--- src/pin_edge_change_defs.svh ---
/*
 * Register offsets, field positions and reset values for
 * the pin edge-change interrupt block.
 * Assumes a 32-bit AXI4-Lite slave with one aligned word per register.
 */
`ifndef PIN_EDGE_CHANGE_DEFS_SVH
`define PIN_EDGE_CHANGE_DEFS_SVH

`define OFS_B_RISE      8'h00
`define OFS_B_FALL      8'h04
`define OFS_B_FLAGS     8'h08
`define OFS_C_RISE      8'h0C
`define OFS_C_FALL      8'h10
`define OFS_C_FLAGS     8'h14
`define OFS_E_RISE      8'h18
`define OFS_E_FALL      8'h1C
`define OFS_E_FLAGS     8'h20
`define OFS_CORE_CTRL   8'h24
`define OFS_IRQ_STATUS  8'h28
`define OFS_IRQ_MASK    8'h2C

// Core control: master enable and summary flag bit positions
`define CORE_MASTER_EN_BIT 3
`define CORE_SUMMARY_BIT   0

// Partial port has only this pin implemented
`define PORT_E_PIN      3
`define PORT_E_IMPL     8'h08

`define REG_RESET       8'h00

// Interrupt status bits: one per port
`define IRQ_BIT_B       0
`define IRQ_BIT_C       1
`define IRQ_BIT_E       2

`define AXI_RESP_OKAY   2'h0
`define AXI_RESP_SLVERR 2'h2

`endif

--- src/pin_edge_change_pkg.sv ---
/*
 * Types shared by the pin edge-change interrupt block.
 * Assumes nothing beyond a SystemVerilog compiler.
 */
package pin_edge_change_pkg;

	typedef logic [7:0]  byte_t;
	typedef logic [31:0] word_t;
	typedef logic [7:0]  addr_t;
	typedef logic [1:0]  resp_t;

	typedef enum logic [2:0] {
		WR_IDLE = 3'h1,
		WR_RESP = 3'h2,
		WR_HOLD = 3'h4
	} wr_state_e;

endpackage

--- src/pin_edge_change_interrupt.sv ---
/*
 * Pin edge-change interrupt logic for two 8-bit ports and one partial
 * port with a single pin, reached over AXI4-Lite.
 * Assumes pin inputs already synchronous to CLK and one CLK at 50 MHz.
 */
// Summary of operation
// RL1: Enabled rising edge sets pin and summary flags
// RL2: Enabled falling edge sets pin and summary flags
// RL3: Disabled polarity never sets flag or interrupts
// RL4: Flags sticky until software writes zero
// RL5: All enables and flags reset to zero
// RL6: Full ports have eight bits, bit n pin n
// RL7: Partial port implements only bit three
// RL8: Partial port other bits read zero, ignore writes
// RL9: Master enable clear: flags set, no interrupt; code gates CHANGE_IRQ and WAKE, IRQ still follows masked status
// RL10: Summary flag is OR of all pin flags
// RL11: Edge during clearing write leaves flag set
// RL12: Enabled edge wakes device when master enabled
// RL13: Edge is sample compared with previous sample
`timescale 1ns/1ns
`include "pin_edge_change_defs.svh"

module pin_edge_change_interrupt
	import pin_edge_change_pkg::*;
(
	input  wire logic                       CLK,      // System clock
	input  wire logic                       RESET,    // Sync reset, high
	input  wire pin_edge_change_pkg::byte_t PORT_B,   // Port B pins
	input  wire pin_edge_change_pkg::byte_t PORT_C,   // Port C pins
	input  wire logic                       PORT_E3,  // Port E pin 3
	input  wire pin_edge_change_pkg::addr_t AWADDR,   // Write address
	input  wire logic                       AWVALID,  // Write addr valid
	output logic                            AWREADY,  // Write addr ready
	input  wire pin_edge_change_pkg::word_t WDATA,    // Write data
	input  wire logic [3:0]                 WSTRB,    // Write strobes
	input  wire logic                       WVALID,   // Write data valid
	output logic                            WREADY,   // Write data ready
	output pin_edge_change_pkg::resp_t      BRESP,    // Write response
	output logic                            BVALID,   // Write resp valid
	input  wire logic                       BREADY,   // Write resp ready
	input  wire pin_edge_change_pkg::addr_t ARADDR,   // Read address
	input  wire logic                       ARVALID,  // Read addr valid
	output logic                            ARREADY,  // Read addr ready
	output pin_edge_change_pkg::word_t      RDATA,    // Read data
	output pin_edge_change_pkg::resp_t      RRESP,    // Read response
	output logic                            RVALID,   // Read data valid
	input  wire logic                       RREADY,   // Read data ready
	output logic                            CHANGE_IRQ, // Gated request
	output logic                            WAKE,     // Wake request
	output logic                            IRQ       // Masked status irq
);
	import pin_edge_change_pkg::*;

	// ------------------------------------------------------------
	// Register state
	// ------------------------------------------------------------
	byte_t b_rise_ff, b_fall_ff, b_flag_ff, b_prev_ff;
	byte_t c_rise_ff, c_fall_ff, c_flag_ff, c_prev_ff;
	byte_t e_rise_ff, e_fall_ff, e_flag_ff, e_prev_ff;
	logic  master_en_ff;
	logic [2:0] irq_stat_ff, irq_mask_ff;
	byte_t nxt_b_rise, nxt_b_fall, nxt_b_flag;
	byte_t nxt_c_rise, nxt_c_fall, nxt_c_flag;
	byte_t nxt_e_rise, nxt_e_fall, nxt_e_flag;
	logic  nxt_master_en;
	logic [2:0] nxt_irq_stat;
	logic  chg_irq_ff, wake_ff, irq_ff;

	// ------------------------------------------------------------
	// Bus state
	// ------------------------------------------------------------
	wr_state_e wr_ff, nxt_wr;
	logic  aw_got_ff, w_got_ff, nxt_aw_got, nxt_w_got;
	addr_t awaddr_ff, nxt_awaddr;
	word_t wdata_ff, nxt_wdata;
	logic [3:0] wstrb_ff, nxt_wstrb;
	resp_t bresp_ff, nxt_bresp;
	logic  rvalid_ff, nxt_rvalid;
	word_t rdata_ff, nxt_rdata;
	resp_t rresp_ff, nxt_rresp;

	// ------------------------------------------------------------
	// Edge detection
	// ------------------------------------------------------------
	byte_t e_pins;
	byte_t b_hit, c_hit, e_hit;
	logic  summary;
	assign e_pins = {4'h0, PORT_E3, 3'h0};

	genvar gi;
	generate
		for (gi = 0; gi < 8; gi++) begin : g_pin
			// Sample versus previous sample; polarity gated by enables
			assign b_hit[gi] = //RL1 RL13 RL6
				(b_rise_ff[gi] & PORT_B[gi] & ~b_prev_ff[gi]) |
				(b_fall_ff[gi] & ~PORT_B[gi] & b_prev_ff[gi]); //RL2 RL3
			assign c_hit[gi] = //RL1 RL6
				(c_rise_ff[gi] & PORT_C[gi] & ~c_prev_ff[gi]) |
				(c_fall_ff[gi] & ~PORT_C[gi] & c_prev_ff[gi]); //RL2 RL3
			assign e_hit[gi] = //RL7
				(e_rise_ff[gi] & e_pins[gi] & ~e_prev_ff[gi]) |
				(e_fall_ff[gi] & ~e_pins[gi] & e_prev_ff[gi]);
		end
	endgenerate

	assign summary = |{b_flag_ff, c_flag_ff, e_flag_ff}; //RL10

	// ------------------------------------------------------------
	// Write channel
	// ------------------------------------------------------------
	logic do_write;
	always_comb begin
		nxt_wr     = wr_ff;
		nxt_aw_got = aw_got_ff;
		nxt_w_got  = w_got_ff;
		nxt_awaddr = awaddr_ff;
		nxt_wdata  = wdata_ff;
		nxt_wstrb  = wstrb_ff;
		nxt_bresp  = bresp_ff;
		do_write   = 1'b0;
		case (wr_ff)
			WR_IDLE: begin
				if (AWVALID && !aw_got_ff) begin
					nxt_aw_got = 1'b1;
					nxt_awaddr = AWADDR;
				end
				if (WVALID && !w_got_ff) begin
					nxt_w_got = 1'b1;
					nxt_wdata = WDATA;
					nxt_wstrb = WSTRB;
				end
				if (aw_got_ff && w_got_ff) begin
					nxt_wr   = WR_HOLD;
				end
			end
			WR_HOLD: begin
				do_write   = 1'b1;
				nxt_aw_got = 1'b0;
				nxt_w_got  = 1'b0;
				nxt_bresp  = (awaddr_ff[1:0] == 2'h0 &&
				              awaddr_ff <= `OFS_IRQ_MASK) ?
				             `AXI_RESP_OKAY : `AXI_RESP_SLVERR;
				nxt_wr     = WR_RESP;
			end
			WR_RESP: begin
				if (BREADY) begin
					nxt_wr = WR_IDLE;
				end
			end
			default: begin
				nxt_wr = WR_IDLE;
			end
		endcase
	end

	always_ff @(posedge CLK) begin
		if (RESET) begin
			wr_ff     <= WR_IDLE;
			aw_got_ff <= 1'b0;
			w_got_ff  <= 1'b0;
			awaddr_ff <= 8'h00;
			wdata_ff  <= 32'h00000000;
			wstrb_ff  <= 4'h0;
			bresp_ff  <= `AXI_RESP_OKAY;
		end else begin
			wr_ff     <= nxt_wr;
			aw_got_ff <= nxt_aw_got;
			w_got_ff  <= nxt_w_got;
			awaddr_ff <= nxt_awaddr;
			wdata_ff  <= nxt_wdata;
			wstrb_ff  <= nxt_wstrb;
			bresp_ff  <= nxt_bresp;
		end
	end

	assign AWREADY = (wr_ff == WR_IDLE) && !aw_got_ff;
	assign WREADY  = (wr_ff == WR_IDLE) && !w_got_ff;
	assign BVALID  = (wr_ff == WR_RESP);
	assign BRESP   = bresp_ff;

	// ------------------------------------------------------------
	// Read channel
	// ------------------------------------------------------------
	logic  rd_take, stat_read;
	word_t rd_word;
	always_comb begin
		rd_take   = ARVALID && !rvalid_ff;
		stat_read = 1'b0;
		rd_word   = 32'h00000000;
		nxt_rresp = rresp_ff;
		nxt_rdata = rdata_ff;
		nxt_rvalid = rvalid_ff;
		case (ARADDR)
			`OFS_B_RISE:     rd_word[7:0] = b_rise_ff;
			`OFS_B_FALL:     rd_word[7:0] = b_fall_ff;
			`OFS_B_FLAGS:    rd_word[7:0] = b_flag_ff;
			`OFS_C_RISE:     rd_word[7:0] = c_rise_ff;
			`OFS_C_FALL:     rd_word[7:0] = c_fall_ff;
			`OFS_C_FLAGS:    rd_word[7:0] = c_flag_ff;
			`OFS_E_RISE:     rd_word[7:0] = e_rise_ff; //RL8
			`OFS_E_FALL:     rd_word[7:0] = e_fall_ff;
			`OFS_E_FLAGS:    rd_word[7:0] = e_flag_ff;
			`OFS_CORE_CTRL: begin
				rd_word[`CORE_MASTER_EN_BIT] = master_en_ff;
				rd_word[`CORE_SUMMARY_BIT]   = summary;
			end
			`OFS_IRQ_STATUS: begin
				rd_word[2:0] = irq_stat_ff;
				stat_read    = rd_take;
			end
			`OFS_IRQ_MASK:   rd_word[2:0] = irq_mask_ff;
			default:         rd_word = 32'h00000000;
		endcase
		if (rd_take) begin
			nxt_rvalid = 1'b1;
			nxt_rdata  = rd_word;
			nxt_rresp  = (ARADDR[1:0] == 2'h0 && ARADDR <= `OFS_IRQ_MASK) ?
			             `AXI_RESP_OKAY : `AXI_RESP_SLVERR;
		end else if (rvalid_ff && RREADY) begin
			nxt_rvalid = 1'b0;
		end
	end

	always_ff @(posedge CLK) begin
		if (RESET) begin
			rvalid_ff <= 1'b0;
			rdata_ff  <= 32'h00000000;
			rresp_ff  <= `AXI_RESP_OKAY;
		end else begin
			rvalid_ff <= nxt_rvalid;
			rdata_ff  <= nxt_rdata;
			rresp_ff  <= nxt_rresp;
		end
	end

	assign ARREADY = !rvalid_ff;
	assign RVALID  = rvalid_ff;
	assign RDATA   = rdata_ff;
	assign RRESP   = rresp_ff;

	// ------------------------------------------------------------
	// Register update
	// ------------------------------------------------------------
	// Byte lane 0 carries every register; other lanes are ignored.
	function automatic byte_t upd(input byte_t cur, input byte_t msk,
	                              input logic hit);
		upd = hit ? (wdata_ff[7:0] & msk) : cur;
	endfunction

	logic wr0;
	always_comb begin
		wr0 = do_write && wstrb_ff[0];
		nxt_b_rise = upd(b_rise_ff, 8'hFF, wr0 && awaddr_ff == `OFS_B_RISE);
		nxt_b_fall = upd(b_fall_ff, 8'hFF, wr0 && awaddr_ff == `OFS_B_FALL);
		nxt_c_rise = upd(c_rise_ff, 8'hFF, wr0 && awaddr_ff == `OFS_C_RISE);
		nxt_c_fall = upd(c_fall_ff, 8'hFF, wr0 && awaddr_ff == `OFS_C_FALL);
		nxt_e_rise = upd(e_rise_ff, `PORT_E_IMPL,
		                 wr0 && awaddr_ff == `OFS_E_RISE); //RL7 RL8
		nxt_e_fall = upd(e_fall_ff, `PORT_E_IMPL,
		                 wr0 && awaddr_ff == `OFS_E_FALL); //RL8
		// Software may only clear flags; hardware set wins the same cycle
		nxt_b_flag = upd(b_flag_ff, b_flag_ff,
		                 wr0 && awaddr_ff == `OFS_B_FLAGS) | b_hit; //RL4 RL11
		nxt_c_flag = upd(c_flag_ff, c_flag_ff,
		                 wr0 && awaddr_ff == `OFS_C_FLAGS) | c_hit; //RL4 RL11
		nxt_e_flag = (upd(e_flag_ff, e_flag_ff,
		                 wr0 && awaddr_ff == `OFS_E_FLAGS) | e_hit)
		             & `PORT_E_IMPL; //RL8 RL11
		nxt_master_en = (wr0 && awaddr_ff == `OFS_CORE_CTRL) ?
		                wdata_ff[`CORE_MASTER_EN_BIT] : master_en_ff;
		// Sticky per-port events, cleared by a status read; set wins
		nxt_irq_stat = (stat_read ? 3'h0 : irq_stat_ff) |
		               {|e_hit, |c_hit, |b_hit};
	end

	always_ff @(posedge CLK) begin
		if (RESET) begin
			b_rise_ff    <= `REG_RESET; //RL5
			b_fall_ff    <= `REG_RESET;
			b_flag_ff    <= `REG_RESET;
			c_rise_ff    <= `REG_RESET;
			c_fall_ff    <= `REG_RESET;
			c_flag_ff    <= `REG_RESET;
			e_rise_ff    <= `REG_RESET;
			e_fall_ff    <= `REG_RESET;
			e_flag_ff    <= `REG_RESET;
			b_prev_ff    <= 8'h00;
			c_prev_ff    <= 8'h00;
			e_prev_ff    <= 8'h00;
			master_en_ff <= 1'b0;
			irq_stat_ff  <= 3'h0;
			irq_mask_ff  <= 3'h0;
			chg_irq_ff   <= 1'b0;
			wake_ff      <= 1'b0;
			irq_ff       <= 1'b0;
		end else begin
			b_rise_ff    <= nxt_b_rise;
			b_fall_ff    <= nxt_b_fall;
			b_flag_ff    <= nxt_b_flag;
			c_rise_ff    <= nxt_c_rise;
			c_fall_ff    <= nxt_c_fall;
			c_flag_ff    <= nxt_c_flag;
			e_rise_ff    <= nxt_e_rise;
			e_fall_ff    <= nxt_e_fall;
			e_flag_ff    <= nxt_e_flag;
			b_prev_ff    <= PORT_B; //RL13
			c_prev_ff    <= PORT_C;
			e_prev_ff    <= e_pins;
			master_en_ff <= nxt_master_en;
			irq_stat_ff  <= nxt_irq_stat;
			if (wr0 && awaddr_ff == `OFS_IRQ_MASK) begin
				irq_mask_ff <= wdata_ff[2:0];
			end
			// Flags keep setting with master off; only the change request and wake are gated
			chg_irq_ff   <= nxt_master_en & |{nxt_b_flag, nxt_c_flag,
			                                  nxt_e_flag}; //RL9 RL10
			// Wake follows a fresh edge so flags are already updated
			wake_ff      <= master_en_ff & |{b_hit, c_hit, e_hit}; //RL12
			irq_ff       <= |(nxt_irq_stat & irq_mask_ff);
		end
	end

	assign CHANGE_IRQ = chg_irq_ff;
	assign WAKE       = wake_ff;
	assign IRQ        = irq_ff;

endmodule

--- config.mk ---
export PLATFORM = sky130hd
export DESIGN_NAME = pin_edge_change_interrupt
export DESIGN_NICKNAME = d
export VERILOG_FILES = /design/src/pin_edge_change_pkg.sv /design/src/pin_edge_change_interrupt.sv
export VERILOG_INCLUDE_DIRS = /design/src
export SDC_FILE = /design/constraint.sdc
export NUM_CORES = 1
export LEC_CHECK = 0
export ABC_AREA = 1
export BUFFER_PORTS_ARGS = -buffer_cell sky130_fd_sc_hd__clkbuf_2
export CORE_MARGIN = 10
export CORE_UTILIZATION = 53
export DETAILED_ROUTE_END_ITERATION = 8
export PLACE_DENSITY = 0.79
export SLEW_MARGIN = 25
export SYNTH_ARGS = -nofsm -noshare
export SYNTH_HDL_FRONTEND = slang
export SYNTH_SLANG_ARGS = --single-unit
--- constraint.sdc ---
create_clock -name CLK -period 2.3 [get_ports CLK]
set_clock_uncertainty 0.15 [all_clocks]
set_input_delay 0.115 -clock CLK [delete_from_list [all_inputs] [get_ports CLK]]
set_output_delay 0.115 -clock CLK [all_outputs]
set_load 0.01 [all_outputs]
==> impl_results.md <==
- Most used cell, CP: nand3_1
- Setup TNS after final layout: 0 ns
- Vias in the first global route: 4,738
- Worst R2R Setup Slack: 0.25 ns
- Worst-path clk slew: 0.11 ns
- Tcrit/Tclk final: 0.889
- Final hold slack: 0.00460 ns
- Via density: 5.42
- Commonest non-fill, non-tap cell in the layout: dfxtp_1
- Signal arrival time at the worst endpoint: 2.18 ns
- Setup crit end: CHANGE_IRQ$_SDFF_PP0_
- Number of cell rows: 35
- Number of port buffers: 66
- Startpoint types: flip-flop
- WL per Instance: 15.6 um
- Final net count: 868
- Worst Path Required: 2.43 ns
- Die area: 13,700 um2
- Largest net degree at the start of global routing: 65
- Max Clk Rate: 489 MHz
- Final Setup Violations: 0
- Number of I/O pins: 120
- GRT Total Usage: 0.211
- Worst setup path category: reg2reg
- Crit Reg-Reg Startpoint: awaddr_ff[7]$_SDFFE_PP0P_
- CP max-delay cell: dfxtp_1
- Static leakage: 2.69 nW
- Slew Limit Headroom: 0.613
- Mapped Area: 4990 um2
- Setup bufs post-CTS: 0
- Synth warn: 0
- Outcome: finished clean
- Area grow syn2layout: 18.3%
- Maximum VDD drop: 367 uV
- Worst-path maximum fanout: 8
- Grt ovf: 0
- Cell depth of the worst setup path: 10
- Initial core utilization: 0.543
- Family with the most delay on the worst path: simple AND/OR/NAND/NOR gates
- First-pass GRT wire length: 23.0 mm
- Initial antenna violation count: 0
- Via Count: 4,924
- Root Driver: clkbuf_8
- Max Cap Violations: 0
- Gpl congestion: 0.951
- Drt pass-1 iters: 6
- Aggregate routed wire length: 14.1 mm
- CP max stage delay: 0.34 ns
- Post-Synthesis Cells: 688
- Core area: 9200 um2
- Number of fillers in the final layout: 854
- Height of the die: 117 um
- Worst Setup SP: awaddr_ff[7]$_SDFFE_PP0P_
- Dpl hpwl: 10.4 mm
- Pins over their slew limit: 0
- Final Hold Viols: 0
- Sequential area share after synthesis: 0.445
- Critical path buffer and inverter count: 1
- EDFF count, synth: 0
- CP Capture Type: flip-flop
- Pwr/cell area: 609 nW/um2
- Cell variety after synth: 41
- Worst-case reg-to-reg path depth: 10
- RSZ-0062 raised after global routing: no
- Number of synthesized register bits: 111
- Clock Latency Late Sink: 0.38 ns
- Most frequent cells in the layout: dfxtp_1 (111), nand2_1 (93), nor2_1 (85)
- TritonCTS clock tree: yes
- Share of layout cells above drive strength 1: 0.144
- Async SR Flop Fraction: 0
- Reg2reg end: CHANGE_IRQ$_SDFF_PP0_
- Antenna Nets Post-Route: 0
- Depth of the CTS H-tree: 3
- Initial drt markers: 246
- CTS Buf Count: 9
- Syn avg cell area: 7.26 um2
- Buffer levels on the longest clock path: 2
- Least-Margin Pin Slew: 0.581 ns
- Clk sinks: 111
- HP Class: in2reg
- Main synth FF type: dfxtp_1
- Chip Width: 117 um
- Final min period: 2.05 ns
- Drt drc: 0
- Critical Path, Cell by Cell: nor2_2 > nand3_1 > nor2_4 > nand3_1 > a21oi_1 > nand3_1 > nor2_1 > nand3_1 > nand2_1 > inv_1
- Ant. Diodes: 0
==> flip-flops by register name, summed over array words and instances (netlist names), 3 cells and up <==
signal	flops
b_fall_ff	8
b_flag_ff	8
c_fall_ff	8
c_flag_ff	8
RDATA	8
c_rise_ff	8
awaddr_ff	8
irq_stat_ff	3
wr_ff	3
b_rise_ff	8
b_prev_ff	8
irq_mask_ff	3
c_prev_ff	8
wdata_ff	8
==> how the worst min path moves through the flow <==
| stage | cells after the start | slack (ns) | start | endpoint |
|---|---|---|---|---|
| 2_1_floorplan | 2 | 0.09 | PORT_C[3] | c_prev_ff[3]$_SDFF_PP0_ |
| 3_3_place_gp | 3 | 0.19 | PORT_C[2] | c_prev_ff[2]$_SDFF_PP0_ |
| 3_5_place_dp | 3 | 0.21 | PORT_E3 | e_prev_ff[3]$_SDFF_PP0_ |
| 4_1_cts | 4 | 0.004 | ARADDR[6] | RRESP[1]$_SDFFE_PP0P_ |
| 5_1_grt | 4 | 0.04 | ARADDR[6] | RRESP[1]$_SDFFE_PP0P_ |
| 6_report | 4 | 0.005 | ARADDR[6] | RRESP[1]$_SDFFE_PP0P_ |
==> through the flow <==
stage / power, mW / cell area (um2) / worst slack [ns] / cells / utilization
after floorplan: 2.36 / 5090 / 0.583 / 713 / -
after global placement: 2.46 / 5340 / 0.329 / 853 / 0.581
after detailed placement: 2.47 / 5340 / 0.288 / 853 / 0.581
after CTS: 3.61 / 5910 / 0.266 / 908 / 0.642
after global routing: 3.75 / 5910 / 0.00851 / 908 / 0.642
final: 3.60 / 5910 / 0.254 / 908 / 0.642
==> worst register-to-register path: cells and delay by family (launching register included) <==
family / cells / cell delay, ns
buffers and inverters: 1 / 0.04
AOI/OAI and AO/OA: 1 / 0.21
DFF: 1 / 0.34
and+or+nand+nor: 8 / 1.21
==> per-layer routing <==
layer | share of wire | up-vias | GRT usage | routed length [um]
met5 | 0 | - | 0 | 0
met4 | 0.012 | 0 | 0.0552 | 165
met3 | 0.077 | 19 | 0.0341 | 1080
met2 | 0.48 | 183 | 0.358 | 6780
met1 | 0.43 | 2275 | 0.271 | 6100
li1 | - | 2447 | - | -
==> report_power, final <==
part	internal, mW	total, mW	switching (mW)
logic	0.161	0.461	0.301
registers	1.99	2.03	0.0383
clock network	0.413	1.11	0.696
total	2.57	3.60	1.04
==> layout make-up <==
type                    count  area (um2)  area share
well taps                 111         139      0.0235
repair buffers            114         788       0.133
inverters                  82         308      0.0521
flip-flops and latches    111        2220       0.376
clock inverters             6        51.3     0.00868
clock buffers              10         128      0.0216
multi-input cells         474        2270       0.385
==> timing repair <==
action | 4_1_cts | 5_1_grt
gates resized for setup | 0 | 0
endpoints found under the hold margin | 39 | 0
hold buffers | 39 | 0
==> logic make-up (layout without fill, tap and decap cells) <==
kind of cell	Yosys count	count (layout)	synth area share
and+or+nand+nor	265	265	0.234
AOI/OAI and AO/OA	183	183	0.201
buffers and inverters	128	212	0.119
DFF	111	111	0.445
other	1	26	0.000751
==> synthesized netlist by cell type (2+ instances only) <==
cell | count | area (um2)
dfxtp_1 | 111 | 2220
nand2_1 | 93 | 349
nor2_1 | 85 | 319
a21oi_1 | 82 | 410
inv_1 | 71 | 267
nand3_1 | 54 | 270
o21ai_0 | 43 | 215
buf_4 | 27 | 203
o21ai_1 | 23 | 115
clkbuf_1 | 12 | 45.0
nor3_1 | 11 | 55.1
a31oi_1 | 10 | 62.6
inv_2 | 9 | 33.8
nor2_2 | 7 | 43.8
o31ai_1 | 5 | 37.5
buf_2 | 4 | 20.0
a221oi_1 | 3 | 26.3
nor4_1 | 3 | 18.8
a211oi_1 | 2 | 15.0
a21boi_1 | 2 | 15.0
a311oi_1 | 2 | 17.5
a41oi_1 | 2 | 17.5
buf_1 | 2 | 7.51
clkinv_1 | 2 | 7.51
nand4_1 | 2 | 12.5
nor2_4 | 2 | 22.5
nor3_2 | 2 | 20.0
o22ai_1 | 2 | 12.5
o2bb2ai_1 | 2 | 17.5
or2_2 | 2 | 12.5
No activity file was read; power rests on OpenSTA's default activity.
